[src/abr_params.svh]
`ifndef ABR_PARAMS_SVH
`define ABR_PARAMS_SVH

// ----------------------------------------------------------------------------
// register byte offsets
// ----------------------------------------------------------------------------
`define ABR_OFF_DATA     8'h00
`define ABR_OFF_ERROR    8'h04
`define ABR_OFF_SCOUNT   8'h08
`define ABR_OFF_LBA_LO   8'h0C
`define ABR_OFF_LBA_MID  8'h10
`define ABR_OFF_LBA_HI   8'h14
`define ABR_OFF_DEVICE   8'h18
`define ABR_OFF_CMD      8'h1C
`define ABR_OFF_DEVCTL   8'h20
`define ABR_OFF_BLKSIZE  8'h24
`define ABR_OFF_IRQ_ST   8'h28
`define ABR_OFF_IRQ_MSK  8'h2C

// ----------------------------------------------------------------------------
// opcodes
// ----------------------------------------------------------------------------
`define ABR_OP_LOG_DMA   8'h47
`define ABR_OP_RD_MULT   8'hC4
`define ABR_OP_RD_MULTX  8'h29

// ----------------------------------------------------------------------------
// field positions
// ----------------------------------------------------------------------------
`define ABR_ERR_UNC      6
`define ABR_ERR_ABT      2
`define ABR_ST_BSY       7
`define ABR_ST_RDY       6
`define ABR_ST_DSC       4
`define ABR_ST_DRQ       3
`define ABR_ST_ERR       0
`define ABR_DEVCTL_HOB   7
`define ABR_IRQ_BLOCK    0
`define ABR_IRQ_DONE     1
`define ABR_IRQ_FAIL     2

// ----------------------------------------------------------------------------
// reset values and counts
// ----------------------------------------------------------------------------
`define ABR_RST_BYTE     8'h00
`define ABR_RST_BLKSIZE  8'h00
`define ABR_RST_IRQ      3'h0
`define ABR_SECT_SHIFT   8

`endif

[src/abr_pkg.sv]
package abr_pkg;

  // command sequencer states
  typedef enum logic [4:0] {
    ST_IDLE = 5'b00001,
    ST_REQ  = 5'b00010,
    ST_WAIT = 5'b00100,
    ST_PIO  = 5'b01000,
    ST_DMA  = 5'b10000
  } abr_state_t;

  // command being executed
  typedef enum logic [1:0] {
    CMD_LOG  = 2'h0,
    CMD_MULT = 2'h1,
    CMD_MULX = 2'h2
  } abr_cmd_t;

endpackage : abr_pkg

[src/abr_core.sv]
`timescale 1ns/100ps
`include "abr_params.svh"

// Overview of operation
// - opcode 47h written to the command register starts the log-page read by DMA, using the loaded command block.
// - the log-page read by DMA fetches the same log content with the same parameters as the programmed log read.
// - opcode C4h written to the command register starts the multi-sector read.
// - the multi-sector read fetches one block of sectors from the medium, hands its data to the host, then fetches the next block.
// - sector data leaves through the data register as one 16-bit word per host access.
// - one interrupt is raised per block, the block being the sector count set in the block-size register.
// - besides interrupt granularity the read keeps the usual addressing, status and error behaviour.
// - opcode 29h starts the 48-bit multi-sector read with the same per-block interrupts.
// - a 16-bit sector count of zero on the 48-bit read means 65,536 sectors.
// - an unrecoverable error loads the first failing address, low bytes read with the high-order select clear.
module abr_core (
  input  wire logic        clk,
  input  wire logic        rst,
  input  wire logic        wb_cyc_i,
  input  wire logic        wb_stb_i,
  input  wire logic        wb_we_i,
  input  wire logic [7:0]  wb_adr_i,
  input  wire logic [31:0] wb_dat_i,
  input  wire logic [3:0]  wb_sel_i,
  output logic      [31:0] wb_dat_o,
  output logic             wb_ack_o,
  output logic             irq,
  output logic             media_req,
  output logic             media_log,
  output logic      [47:0] media_lba,
  output logic      [16:0] media_count,
  input  wire logic        media_done,
  input  wire logic        media_err,
  input  wire logic [47:0] media_err_lba,
  input  wire logic        media_word_valid,
  input  wire logic [15:0] media_word_data,
  output logic             media_word_ready,
  output logic             dma_valid,
  output logic      [15:0] dma_data,
  input  wire logic        dma_ready
);

  // --------------------------------------------------------------------------
  // address decode
  // --------------------------------------------------------------------------
  function automatic logic abr_hit(input logic [7:0] adr, input logic [7:0] off);
    abr_hit = (adr[7:2] == off[7:2]);
  endfunction : abr_hit

  abr_pkg::abr_state_t state_reg, state_next;
  abr_pkg::abr_cmd_t   cmd_reg;

  logic [7:0]  sc_cur_reg, sc_prev_reg, lo_cur_reg, lo_prev_reg;
  logic [7:0]  mid_cur_reg, mid_prev_reg, hi_cur_reg, hi_prev_reg;
  logic [7:0]  dev_reg, devctl_reg, blk_reg, err_reg;
  logic [2:0]  irq_st_reg, irq_msk_reg;
  logic        fail_reg;
  logic [47:0] lba_reg;
  logic [16:0] left_reg, nblk_reg;
  logic [24:0] words_reg;
  logic        ack_reg, req_reg, dvalid_reg;
  logic [31:0] rdat_reg;
  logic [15:0] ddata_reg;

  wire req      = wb_cyc_i & wb_stb_i & ~ack_reg;
  wire busy     = ~state_reg[0];
  wire high_order_byte_select      = devctl_reg[`ABR_DEVCTL_HOB];
  wire hit_data = abr_hit(wb_adr_i, `ABR_OFF_DATA);
  wire pio_rd   = req & ~wb_we_i & hit_data & state_reg[3] & (words_reg != 25'h0);
  wire stall    = pio_rd & ~media_word_valid;
  wire go       = req & ~stall;
  wire wr       = go & wb_we_i;
  wire wr_b0    = wr & wb_sel_i[0];
  wire tf_wr    = wr_b0 & ~busy;   // task file ignores writes while busy
  wire pio_pop  = go & pio_rd;

  // --------------------------------------------------------------------------
  // command decode
  // --------------------------------------------------------------------------
  wire        cmd_wr  = tf_wr & abr_hit(wb_adr_i, `ABR_OFF_CMD);
  wire [7:0]  op      = wb_dat_i[7:0];
  wire        op_log  = (op == `ABR_OP_LOG_DMA);
  wire        op_mult = (op == `ABR_OP_RD_MULT);
  wire        op_mulx = (op == `ABR_OP_RD_MULTX);
  wire [15:0] sc16    = {sc_prev_reg, sc_cur_reg};
  wire        no_blk  = (blk_reg == `ABR_RST_BLKSIZE);
  wire        op_bad  = ~(op_log | op_mult | op_mulx) | (op_log & (sc16 == 16'h0000)) | (~op_log & no_blk);
  wire        start   = cmd_wr & ~op_bad;
  wire        abort   = cmd_wr & op_bad;

  // count: 28-bit zero means 256, 48-bit zero means 65,536
  wire [16:0] cnt_mult = (sc_cur_reg == 8'h00) ? 17'h00100 : {9'h000, sc_cur_reg};
  wire [16:0] cnt_mulx = (sc16 == 16'h0000) ? 17'h10000 : {1'b0, sc16};
  wire [16:0] cnt_new  = op_log ? {1'b0, sc16} : (op_mulx ? cnt_mulx : cnt_mult);

  // address: log reads carry page and log address like the programmed log read
  wire [47:0] lba_log  = {24'h000000, mid_prev_reg, mid_cur_reg, lo_cur_reg};
  wire [47:0] lba_28   = {20'h00000, dev_reg[3:0], hi_cur_reg, mid_cur_reg, lo_cur_reg};
  wire [47:0] lba_48   = {hi_prev_reg, mid_prev_reg, lo_prev_reg, hi_cur_reg, mid_cur_reg, lo_cur_reg};
  wire [47:0] lba_new  = op_log ? lba_log : (op_mulx ? lba_48 : lba_28);

  // block length for the next fetch: log reads fetch everything at once
  wire [16:0] blk17    = {9'h000, blk_reg};
  wire [16:0] nblk     = (cmd_reg == abr_pkg::CMD_LOG) ? left_reg :
                         ((left_reg < blk17) ? left_reg : blk17);

  // --------------------------------------------------------------------------
  // media and dma handshake
  // --------------------------------------------------------------------------
  wire dma_load  = state_reg[4] & media_word_valid & (words_reg != 25'h0) & (~dvalid_reg | dma_ready);
  wire fetch_ok  = state_reg[2] & media_done & ~media_err;
  wire fetch_bad = state_reg[2] & media_done & media_err;
  wire blk_end   = state_reg[3] & (words_reg == 25'h0);
  wire dma_end   = state_reg[4] & (words_reg == 25'h0) & ~dvalid_reg;

  assign media_word_ready = pio_pop | dma_load;

  // --------------------------------------------------------------------------
  // command sequencer
  // --------------------------------------------------------------------------
  // next state: fetch a block, wait for the medium, then let the host drain it
  always_comb begin
    state_next = state_reg;
    unique case (state_reg)
      abr_pkg::ST_IDLE: if (start) state_next = abr_pkg::ST_REQ;
      abr_pkg::ST_REQ:  state_next = abr_pkg::ST_WAIT;
      abr_pkg::ST_WAIT: begin
        if (fetch_bad) begin
          state_next = abr_pkg::ST_IDLE;
        end else if (fetch_ok) begin
          state_next = (cmd_reg == abr_pkg::CMD_LOG) ? abr_pkg::ST_DMA : abr_pkg::ST_PIO;
        end
      end
      abr_pkg::ST_PIO: begin
        if (blk_end) begin
          state_next = (left_reg == 17'h0) ? abr_pkg::ST_IDLE : abr_pkg::ST_REQ;
        end
      end
      abr_pkg::ST_DMA:  if (dma_end) state_next = abr_pkg::ST_IDLE;
    endcase
  end

  // state register
  always_ff @(posedge clk or posedge rst) begin
    if (rst) begin
      state_reg <= abr_pkg::ST_IDLE;
    end else begin
      state_reg <= state_next;
    end
  end

  // command, address, sector and word counters
  always_ff @(posedge clk or posedge rst) begin
    if (rst) begin
      cmd_reg   <= abr_pkg::CMD_MULT;
      lba_reg   <= 48'h0;
      left_reg  <= 17'h0;
      nblk_reg  <= 17'h0;
      words_reg <= 25'h0;
    end else if (start) begin
      cmd_reg  <= op_log ? abr_pkg::CMD_LOG : (op_mulx ? abr_pkg::CMD_MULX : abr_pkg::CMD_MULT);
      lba_reg  <= lba_new;
      left_reg <= cnt_new;
    end else if (state_reg[1]) begin
      nblk_reg <= nblk;
      left_reg <= left_reg - nblk;
    end else if (fetch_ok) begin
      words_reg <= {nblk_reg, 8'h00};   // 256 words per sector
      if (cmd_reg != abr_pkg::CMD_LOG) begin
        lba_reg <= lba_reg + {31'h0, nblk_reg};
      end
    end else if (pio_pop | dma_load) begin
      words_reg <= words_reg - 25'h1;
    end
  end

  // fetch request towards the medium
  always_ff @(posedge clk or posedge rst) begin
    if (rst) begin
      req_reg     <= 1'b0;
      media_lba   <= 48'h0;
      media_count <= 17'h0;
      media_log   <= 1'b0;
    end else begin
      req_reg <= state_reg[1];
      if (state_reg[1]) begin
        media_lba   <= lba_reg;
        media_count <= nblk;
        media_log   <= (cmd_reg == abr_pkg::CMD_LOG);
      end
    end
  end

  assign media_req = req_reg;

  // dma output stage
  always_ff @(posedge clk or posedge rst) begin
    if (rst) begin
      dvalid_reg <= 1'b0;
      ddata_reg  <= 16'h0;
    end else if (dma_load) begin
      dvalid_reg <= 1'b1;
      ddata_reg  <= media_word_data;
    end else if (dma_ready) begin
      dvalid_reg <= 1'b0;
    end
  end

  assign dma_valid = dvalid_reg;
  assign dma_data  = ddata_reg;

  // --------------------------------------------------------------------------
  // task file registers
  // --------------------------------------------------------------------------
  // writes push the current byte into the previous one; a failure loads the address
  always_ff @(posedge clk or posedge rst) begin
    if (rst) begin
      sc_cur_reg   <= `ABR_RST_BYTE;
      sc_prev_reg  <= `ABR_RST_BYTE;
      lo_cur_reg   <= `ABR_RST_BYTE;
      lo_prev_reg  <= `ABR_RST_BYTE;
      mid_cur_reg  <= `ABR_RST_BYTE;
      mid_prev_reg <= `ABR_RST_BYTE;
      hi_cur_reg   <= `ABR_RST_BYTE;
      hi_prev_reg  <= `ABR_RST_BYTE;
    end else if (fetch_bad) begin
      {hi_prev_reg, mid_prev_reg, lo_prev_reg} <= media_err_lba[47:24];
      {hi_cur_reg, mid_cur_reg, lo_cur_reg}    <= media_err_lba[23:0];
    end else if (tf_wr) begin
      if (abr_hit(wb_adr_i, `ABR_OFF_SCOUNT)) begin
        sc_prev_reg <= sc_cur_reg;
        sc_cur_reg  <= wb_dat_i[7:0];
      end
      if (abr_hit(wb_adr_i, `ABR_OFF_LBA_LO)) begin
        lo_prev_reg <= lo_cur_reg;
        lo_cur_reg  <= wb_dat_i[7:0];
      end
      if (abr_hit(wb_adr_i, `ABR_OFF_LBA_MID)) begin
        mid_prev_reg <= mid_cur_reg;
        mid_cur_reg  <= wb_dat_i[7:0];
      end
      if (abr_hit(wb_adr_i, `ABR_OFF_LBA_HI)) begin
        hi_prev_reg <= hi_cur_reg;
        hi_cur_reg  <= wb_dat_i[7:0];
      end
    end
  end

  // device, control and block-size registers
  always_ff @(posedge clk or posedge rst) begin
    if (rst) begin
      dev_reg    <= `ABR_RST_BYTE;
      devctl_reg <= `ABR_RST_BYTE;
      blk_reg    <= `ABR_RST_BLKSIZE;
    end else begin
      if (tf_wr & abr_hit(wb_adr_i, `ABR_OFF_DEVICE))  dev_reg <= wb_dat_i[7:0];
      if (tf_wr & abr_hit(wb_adr_i, `ABR_OFF_BLKSIZE)) blk_reg <= wb_dat_i[7:0];
      if (wr_b0 & abr_hit(wb_adr_i, `ABR_OFF_DEVCTL))  devctl_reg <= wb_dat_i[7:0];
    end
  end

  // error byte of an aborted command: only the abort bit
  wire [7:0] err_abort = 8'(1 << `ABR_ERR_ABT);

  // error report and failure flag, cleared by each started command, set by an aborted one
  always_ff @(posedge clk or posedge rst) begin
    if (rst) begin
      err_reg  <= `ABR_RST_BYTE;
      fail_reg <= 1'b0;
    end else if (abort) begin
      err_reg  <= err_abort;   // aborted
      fail_reg <= 1'b1;
    end else if (start) begin
      err_reg  <= `ABR_RST_BYTE;
      fail_reg <= 1'b0;
    end else if (fetch_bad) begin
      err_reg[`ABR_ERR_UNC] <= 1'b1;
      fail_reg              <= 1'b1;
    end
  end

  // --------------------------------------------------------------------------
  // interrupts
  // --------------------------------------------------------------------------
  wire [2:0] ev;
  assign ev[`ABR_IRQ_BLOCK] = fetch_ok & (cmd_reg != abr_pkg::CMD_LOG);
  assign ev[`ABR_IRQ_DONE]  = dma_end;
  assign ev[`ABR_IRQ_FAIL]  = fetch_bad | abort;

  wire [2:0] irq_clr = (wr_b0 & abr_hit(wb_adr_i, `ABR_OFF_IRQ_ST)) ? wb_dat_i[2:0] : 3'h0;

  // sticky status, write one to clear, a new event wins over the clear
  always_ff @(posedge clk or posedge rst) begin
    if (rst) begin
      irq_st_reg  <= `ABR_RST_IRQ;
      irq_msk_reg <= `ABR_RST_IRQ;
    end else begin
      irq_st_reg <= (irq_st_reg & ~irq_clr) | ev;
      if (wr_b0 & abr_hit(wb_adr_i, `ABR_OFF_IRQ_MSK)) irq_msk_reg <= wb_dat_i[2:0];
    end
  end

  assign irq = |(irq_st_reg & irq_msk_reg);

  // --------------------------------------------------------------------------
  // bus read data and acknowledge
  // --------------------------------------------------------------------------
  // status busy bit drops while a block is drained through the data register, so busy and data request never show together
  wire       bsy_flag    = busy & ~state_reg[3];
  wire [7:0] drive_state = {bsy_flag, 1'b1, 1'b0, 1'b1, state_reg[3], 2'b00, fail_reg};

  wire [7:0] rd_byte =
    abr_hit(wb_adr_i, `ABR_OFF_ERROR)   ? err_reg :
    abr_hit(wb_adr_i, `ABR_OFF_SCOUNT)  ? (high_order_byte_select ? sc_prev_reg : sc_cur_reg) :
    abr_hit(wb_adr_i, `ABR_OFF_LBA_LO)  ? (high_order_byte_select ? lo_prev_reg : lo_cur_reg) :
    abr_hit(wb_adr_i, `ABR_OFF_LBA_MID) ? (high_order_byte_select ? mid_prev_reg : mid_cur_reg) :
    abr_hit(wb_adr_i, `ABR_OFF_LBA_HI)  ? (high_order_byte_select ? hi_prev_reg : hi_cur_reg) :
    abr_hit(wb_adr_i, `ABR_OFF_DEVICE)  ? dev_reg :
    abr_hit(wb_adr_i, `ABR_OFF_CMD)     ? drive_state :
    abr_hit(wb_adr_i, `ABR_OFF_DEVCTL)  ? devctl_reg :
    abr_hit(wb_adr_i, `ABR_OFF_BLKSIZE) ? blk_reg :
    abr_hit(wb_adr_i, `ABR_OFF_IRQ_ST)  ? {5'h00, irq_st_reg} :
    abr_hit(wb_adr_i, `ABR_OFF_IRQ_MSK) ? {5'h00, irq_msk_reg} : 8'h00;

  wire [31:0] rd_word = hit_data ? {16'h0000, (pio_rd ? media_word_data : 16'h0000)} : {24'h000000, rd_byte};

  // one ack per request, read data captured on the same edge
  always_ff @(posedge clk or posedge rst) begin
    if (rst) begin
      ack_reg  <= 1'b0;
      rdat_reg <= 32'h0;
    end else begin
      ack_reg <= go;
      if (go & ~wb_we_i) rdat_reg <= rd_word;
    end
  end

  assign wb_ack_o = ack_reg;
  assign wb_dat_o = rdat_reg;

endmodule : abr_core

[config.mk]
export PLATFORM = sky130hd
export DESIGN_NAME = abr_core
export DESIGN_NICKNAME = d
export VERILOG_FILES = /design/src/abr_pkg.sv /design/src/abr_core.sv
export VERILOG_INCLUDE_DIRS = /design/src
export SDC_FILE = /design/constraint.sdc
export NUM_CORES = 1
export LEC_CHECK = 0
export BUFFER_PORTS_ARGS = -buffer_cell sky130_fd_sc_hd__buf_2
export CORE_MARGIN = 10
export CORE_UTILIZATION = 60
export CTS_BUF_LIST = sky130_fd_sc_hd__clkbuf_4 sky130_fd_sc_hd__clkbuf_8 sky130_fd_sc_hd__clkbuf_16
export DETAILED_ROUTE_END_ITERATION = 16
export MAX_ROUTING_LAYER = met4
export PLACE_DENSITY = 0.86
export SLEW_MARGIN = 20
export SYNTH_ARGS = -nofsm -noshare
export SYNTH_HDL_FRONTEND = slang
export SYNTH_SLANG_ARGS = --single-unit
[constraint.sdc]
create_clock -name clk -period 19.97 [get_ports clk]
set_input_delay 3.994 -clock clk [delete_from_list [all_inputs] [get_ports clk]]
set_output_delay 3.994 -clock clk [all_outputs]
set_load 0.01 [all_outputs]
==> results of run 1 <==
[metal layers]
metal	up-vias	GRT usage
li1	6634	-
met1	7244	0.377
met2	836	0.436
met3	184	0.0576
met4	0	0.139
met5	-	-
[placed cells by master, fill, tap and decap left out, drive strengths merged, types with 16 or more instances in the layout]
cell type / n
xor2: 24
mux2i: 90
mux2: 113
nand3: 55
nor2: 135
a21oi: 115
and3: 20
o21ai: 190
o22ai: 17
dfrtp: 310
buf: 211
ha: 39
nor4: 24
nand2: 223
nor3: 38
nand2b: 16
clkbuf: 50
xnor2: 28
conb: 16
inv: 40
[report_power, final]
| part | switching, mW | internal (mW) | total [mW] |
|---|---|---|---|
| logic | 0.475 | 0.336 | 0.812 |
| registers | 0.209 | 0.783 | 0.992 |
| clock network | 0.262 | 0.434 | 0.696 |
| total | 0.946 | 1.55 | 2.50 |
[worst max path at each step]
stage           startpoint                endpoint  slack (ps)  depth (start not counted)
2_1_floorplan          rst  blk_reg[0]$_DFFE_PP0P_        7350                          1
3_3_place_gp   wb_adr_i[5]        media_word_ready        9880                          8
3_5_place_dp   wb_adr_i[5]        media_word_ready        9790                          8
4_1_cts        wb_adr_i[5]        media_word_ready        9750                          8
5_1_grt        wb_adr_i[5]        media_word_ready        9420                          8
6_report       wb_adr_i[5]        media_word_ready        9750                          8
[stage by stage]
stage / power, mW / util / cells / cell area, sq um / hold WS, ps
after floorplan: 1.51 / - / 1801 / 17100 / 444
after global placement: 1.74 / 0.651 / 2275 / 18200 / 446
after detailed placement: 1.78 / 0.651 / 2275 / 18200 / 453
after global routing: 2.64 / 0.696 / 2339 / 19500 / 481
after CTS: 2.48 / 0.696 / 2338 / 19400 / 466
final: 2.50 / 0.696 / 2339 / 19500 / 458
[logic make-up (layout without fill, tap and decap cells)]
| family | Yosys count | after routing | synth area share |
|---|---|---|---|
| DFF | 312 | 312 | 0.458 |
| muxes | 204 | 204 | 0.131 |
| other | 1 | 17 | 0.000220 |
| and+or+nand+nor | 586 | 586 | 0.164 |
| adders and majority gates | 43 | 43 | 0.0322 |
| AOI/OAI and AO/OA | 433 | 433 | 0.149 |
| xor gates and xnor gates | 52 | 52 | 0.0267 |
| buffers and inverters | 155 | 314 | 0.0394 |
[final cells by class]
class	count	area share
multi-input cells	1334	0.444
flip-flops and latches	312	0.402
repair buffers	211	0.0572
clock buffers	50	0.0542
well taps	378	0.0243
clock inverters	13	0.0101
inverters	40	0.00810
diodes	1	0.000129
[critical path, cell delays in order]
cell      delay [ps]
buf_2            110
nor3_1           320
nand2b_1         270
nor4b_1          400
o211a_1          620
a21boi_4         200
inv_2            150
buf_2            150
==> flow_summary.yaml, run 1 <==
sta:
  rsz0062_at_grt: "no"
  hold_viol: 0
  final-setup-viol-count: 0
  postLayoutSetupSlackWorst_ps: 9750
  period_needed_ps: 10220
  final.setup.tns_ps: 0
  fin_crit_sh: 0.512
  max_freq_mhz: 97.8
  worst_clock_skew_ps: 12.7
  worstMarginPinSlew_ps: 1020
  max_slew_margin: 0.315
  slew_viol_final: 0
logic_synthesis:
  async_flop_share: 1.00
  synth_most_common_cell: "dfrtp_1"
  yosys.cell_types.count: 92
  yosys-top-cells-count: "dfrtp_1 (310), nand2_1 (223), o21ai_0 (184), nor2_1 (133), a21oi_1 (114)"
  synth_top_area_frac: 0.455
  synth_area_per_cell_sq_um: 9.54
  synthCells: 1786
  synth.area.top_cells: "dfrtp_1 (46%), mux2_2 (6.9%), o21ai_0 (5.4%)"
  synth_edf_count: 0
  synth_seq_cells: 312
  ys_seq_area_frac: 0.458
  netlist_area_sq_um: 17000
  ys.flop_type: "dfrtp_1"
  synth_top_area_cell: "dfrtp_1"
  ys_warn_count: 0
hold_path:
  hold_class: "reg2reg"
  min_from: "wb_dat_o[8]$_DFFE_PP0P_"
  min_to: "wb_dat_o[8]$_DFFE_PP0P_"
  holdPathStages: 2
critical_path:
  cp.required_ps: 15980
  r2r_slack_ps: 14660
  r2r-start: "blk_reg[6]$_DFFE_PP0P_"
  arrival_ps: 6230
  crit_path_end_kind: "output port"
  reg2reg_to: "left_reg[16]$_DFFE_PP0P_"
  worstSetupPathType: "in2out"
  critPathLaunchType: "input port"
  worstPathMaxFanout: 17
  worstRegToRegCells: 19
floorplanning:
  die_area_sq_um: 35600
  coreArea_sq_um: 27900
  rows: 61
  die_y_microns: 189
  initial_core_util: 0.610
  fp.dieW_microns: 189
  io_pins: 236
clock_tree:
  cts_buffers: 36
  cts-root-buf: "clkbuf_16"
  cts_max_level: 2
  cts_setup_buffers: 0
  clk_pin_slew_ps: 50
  clk_latency_ps: 520
  cts_sinks: 312
  ctsResizeCount: 0
  cts_buffer_depth: 3
  ctsHoldBuffers: 0
  cts_tree: "built"
detailed_routing:
  avgViaCountPerCell: 6.37
  drt_iter0_drc: 1740
  wl_met2_mm: 22.6
  routedWlPerCell_microns: 21.9
  met1Wirelength_mm: 21.3
  wl_mm: 51.3
  dr.pass1.iters: 6
  wl_met3_mm: 4.60
  ant_nets: 0
  vias: 14900
  drc: 0
  top_layer: "met4"
power:
  ir_worst_vdd_v: 0.0000940
  powerDensity_nw_per_um2: 128
  leakage_nw: 8.90
job:
  maxCapViolCount: 0
placement:
  hpwl_mm: 36.4
  gp_congestion: 0.982
  portBuffers: 190
  post-place-ws_ps: 9790
finish:
  layout.nets: 2093
  layout.area.seq_sq_um: 7810
  fillers: 2148
  drive_gt1_frac: 0.216
  multi_input_area_sq_um: 8640
  area_delta_synth_final_pct: 14.1
global_route:
  antenna_found_initial: 1
  track_usage: 0.292
  grt_max_degree: 103
  grt_pass1_vias: 15000
  grt_first_pass_wirelength_mm: 81.8
  overflow: 0
status:
  status: "complete, no violations"
Power figures use the tool's default switching activity.
==> run 2, diff against run 1 <==
--- a/config.mk
+++ b/config.mk
@@ -6,13 +6,14 @@
 export SDC_FILE = /design/constraint.sdc
 export NUM_CORES = 1
 export LEC_CHECK = 0
+export ABC_AREA = 1
 export BUFFER_PORTS_ARGS = -buffer_cell sky130_fd_sc_hd__buf_2
 export CORE_MARGIN = 10
-export CORE_UTILIZATION = 60
+export CORE_UTILIZATION = 59
 export CTS_BUF_LIST = sky130_fd_sc_hd__clkbuf_4 sky130_fd_sc_hd__clkbuf_8 sky130_fd_sc_hd__clkbuf_16
 export DETAILED_ROUTE_END_ITERATION = 16
 export MAX_ROUTING_LAYER = met4
-export PLACE_DENSITY = 0.86
+export PLACE_DENSITY = 0.84
 export SLEW_MARGIN = 20
 export SYNTH_ARGS = -nofsm -noshare
 export SYNTH_HDL_FRONTEND = slang
==> constraint.sdc (replaced) <==
create_clock -name clk -period 9.5 [get_ports clk]
set_input_delay 1.9 -clock clk [delete_from_list [all_inputs] [get_ports clk]]
set_output_delay 1.9 -clock clk [all_outputs]
set_load 0.01 [all_outputs]
==> run 2 against run 1 <==
  * Clock-buffer cell count up 1
  * Critical path depth up 2
  * Power up 100%
  * Critical path type unchanged
  * Synthesized cell count up 35%
  * Clock power up 100%
==> flow_summary.yaml, run 2 <==
detailed_routing:
  ant_nets: 0
  wl_mm: 61.4
  drc: 0
  avgViaCountPerCell: 5.98
  drt_iter0_drc: 1907
  vias: 17800
  dr.pass1.iters: 6
  routedWlPerCell_microns: 20.6
finish:
  mostFrequentLayoutCells: "nand2_1 (715), dfrtp_1 (310), inv_1 (243), o21ai_0 (209), buf_2 (190)"
  drive_gt1_frac: 0.127
  final_cells: 2981
  layout.nets: 2724
  final_common_cell: "nand2_1"
  area_delta_synth_final_pct: 13.0
sta:
  worstMarginPinSlew_ps: 1040
  rsz0062_at_grt: "no"
  fin_crit_sh: 0.564
  slew_viol_final: 0
  final-setup-viol-count: 0
  period_needed_ps: 5360
  final.setup.tns_ps: 0
  max_slew_margin: 0.298
  max_freq_mhz: 187
  worst_clock_skew_ps: 23.2
  hold_viol: 0
critical_path:
  cpMaxStageDelayCell: "nor2_2"
  reg2reg_to: "left_reg[6]$_DFFE_PP0P_"
  r2r-start: "cmd_reg[0]$_DFFE_PP1P_"
  arrival_ps: 3460
  worstPathMaxFanout: 6
  r2r_slack_ps: 4850
  crit_path_end_kind: "output port"
  cp.required_ps: 7600
  worstSetupPathType: "in2out"
  crit_chain: "buf_2 -> nor2_1 -> nand3_1 -> nor2_1 -> nand4_1 -> nor2_2 -> nand2_4 -> nand2_2 -> o21ai_2 -> buf_2"
  critPathLaunchType: "input port"
  worstRegToRegCells: 18
  slowest_delay_ps: 310
  cp_top_family: "simple AND/OR/NAND/NOR gates"
  critPathBufInv: 2
logic_synthesis:
  synth_top_area_frac: 0.434
  synth.area.top_cells: "dfrtp_1 (43%), nand2_1 (15%), o21ai_0 (5.9%)"
  ys_warn_count: 0
  async_flop_share: 1.00
  netlist_area_sq_um: 17900
  synth_seq_cells: 312
  synth_area_per_cell_sq_um: 7.43
  yosys-top-cells-count: "nand2_1 (715), dfrtp_1 (310), inv_1 (245), o21ai_0 (209), nor2_1 (186)"
  ys.flop_type: "dfrtp_1"
  yosys.cell_types.count: 56
  ys_seq_area_frac: 0.437
  synthCells: 2404
  synth_most_common_cell: "nand2_1"
  synth_edf_count: 0
  synth_top_area_cell: "dfrtp_1"
hold_path:
  min_to: "media_lba[0]$_DFFE_PP0P_"
  min_from: "media_lba[0]$_DFFE_PP0P_"
  holdPathStages: 2
  hold_class: "reg2reg"
status:
  status: "complete, no violations"
clock_tree:
  cts-root-buf: "clkbuf_16"
  cts_buffers: 36
  cts_setup_buffers: 0
  clk_latency_ps: 520
  cts_buffer_depth: 3
  cts_sinks: 312
  cts_max_level: 2
  clk_pin_slew_ps: 60
  cts_tree: "built"
  ctsResizeCount: 0
  ctsHoldBuffers: 0
placement:
  dpl.cell_count: 2917
  gp_congestion: 1.01
  hpwl_mm: 46.2
  portBuffers: 190
floorplanning:
  io_pins: 236
  fp.dieW_microns: 194
  initial_core_util: 0.600
  rows: 63
  die_area_sq_um: 37600
  die_y_microns: 194
  coreArea_sq_um: 29800
global_route:
  grt_pass1_vias: 16900
  track_usage: 0.323
  antenna_found_initial: 1
  grt_max_degree: 184
  overflow: 0
  grt_first_pass_wirelength_mm: 95.2
power:
  ir_worst_vdd_v: 0.000252
  leakage_nw: 10.1
  powerDensity_nw_per_um2: 252
job:
  maxCapViolCount: 0
## run 2: changes by cell type after synthesis, sizes merged, moves of 19 or more
cell / delta
nand3: +109
mux2i: -84
mux2: -105
o21ai: +62
and3: -19
nor2: +61
xnor2: -25
nand2: +499
a21oi: -26
nand4: +26
clkbuf: -27
inv: +219
o211ai: +35
## run 2: worst max-delay path by stage
| stage | from | end | slack (ps) | cells past startpoint |
|---|---|---|---|---|
| 2_1_floorplan | rst | blk_reg[0]$_DFFE_PP0P_ | 3450 | 1 |
| 3_3_place_gp | dma_ready | media_word_ready | 4130 | 6 |
| 3_5_place_dp | dma_ready | media_word_ready | 4070 | 6 |
| 4_1_cts | dma_ready | media_word_ready | 4060 | 6 |
| 5_1_grt | wb_adr_i[7] | media_word_ready | 4020 | 10 |
| 6_report | wb_adr_i[7] | media_word_ready | 4140 | 10 |
## run 2: area by class of cell
cell class / count / area (sq um)
clock inverter: 11 / 125
inverter: 261 / 985
timing repair buffer: 208 / 1110
multi-input combinational: 1747 / 8610
antenna: 1 / 2.50
clock buffer: 51 / 1070
sequential: 312 / 7810
fill: 2543 / 9600
tap: 390 / 488
## run 2: layer usage
| layer | GRT usage | up-vias | share of wire |
|---|---|---|---|
| li1 | - | 8224 | - |
| met5 | - | - | 0 |
| met1 | 0.404 | 8390 | 0.39 |
| met3 | 0.0543 | 199 | 0.086 |
| met2 | 0.497 | 1007 | 0.46 |
| met4 | 0.168 | 0 | 0.061 |
## run 2: kinds of logic (layout without fill, tap and decap cells)
group	Yosys count	after routing	share of synthesized area
AND/OR/NAND/NOR	1194	1194	0.282
AO/OA/AOI/OAI	453	453	0.143
adder cells (fa/ha/maj)	41	41	0.0296
other	1	17	0.000210
XOR/XNOR	29	29	0.0142
multiplexers	14	14	0.00840
flip-flops	312	312	0.437
buffers and inverters	360	531	0.0849
## run 2: power by group
group	switching, mW	internal, mW
Combinational	1.13	0.573
Clock	0.560	0.840
Sequential	0.355	1.64
Total	2.04	3.05
## run 2: tightest hold or removal path, delay by kind of cell, from the launching register on
family,cells,cell delay (ps)
and+or+nand+nor,2,100
DFF,1,330
## run 2: per-stage QoR
step	power [mW]	hold WS (ps)	utilization	cell area [sq um]	setup WS, ps
floorplan	3.05	372	-	17900	3450
global placement	3.59	447	0.637	19000	4130
detailed placement	3.65	457	0.637	19000	4070
CTS	5.06	471	0.677	20200	4060
global route	5.40	482	0.678	20200	4020
finish	5.09	465	0.678	20200	4140
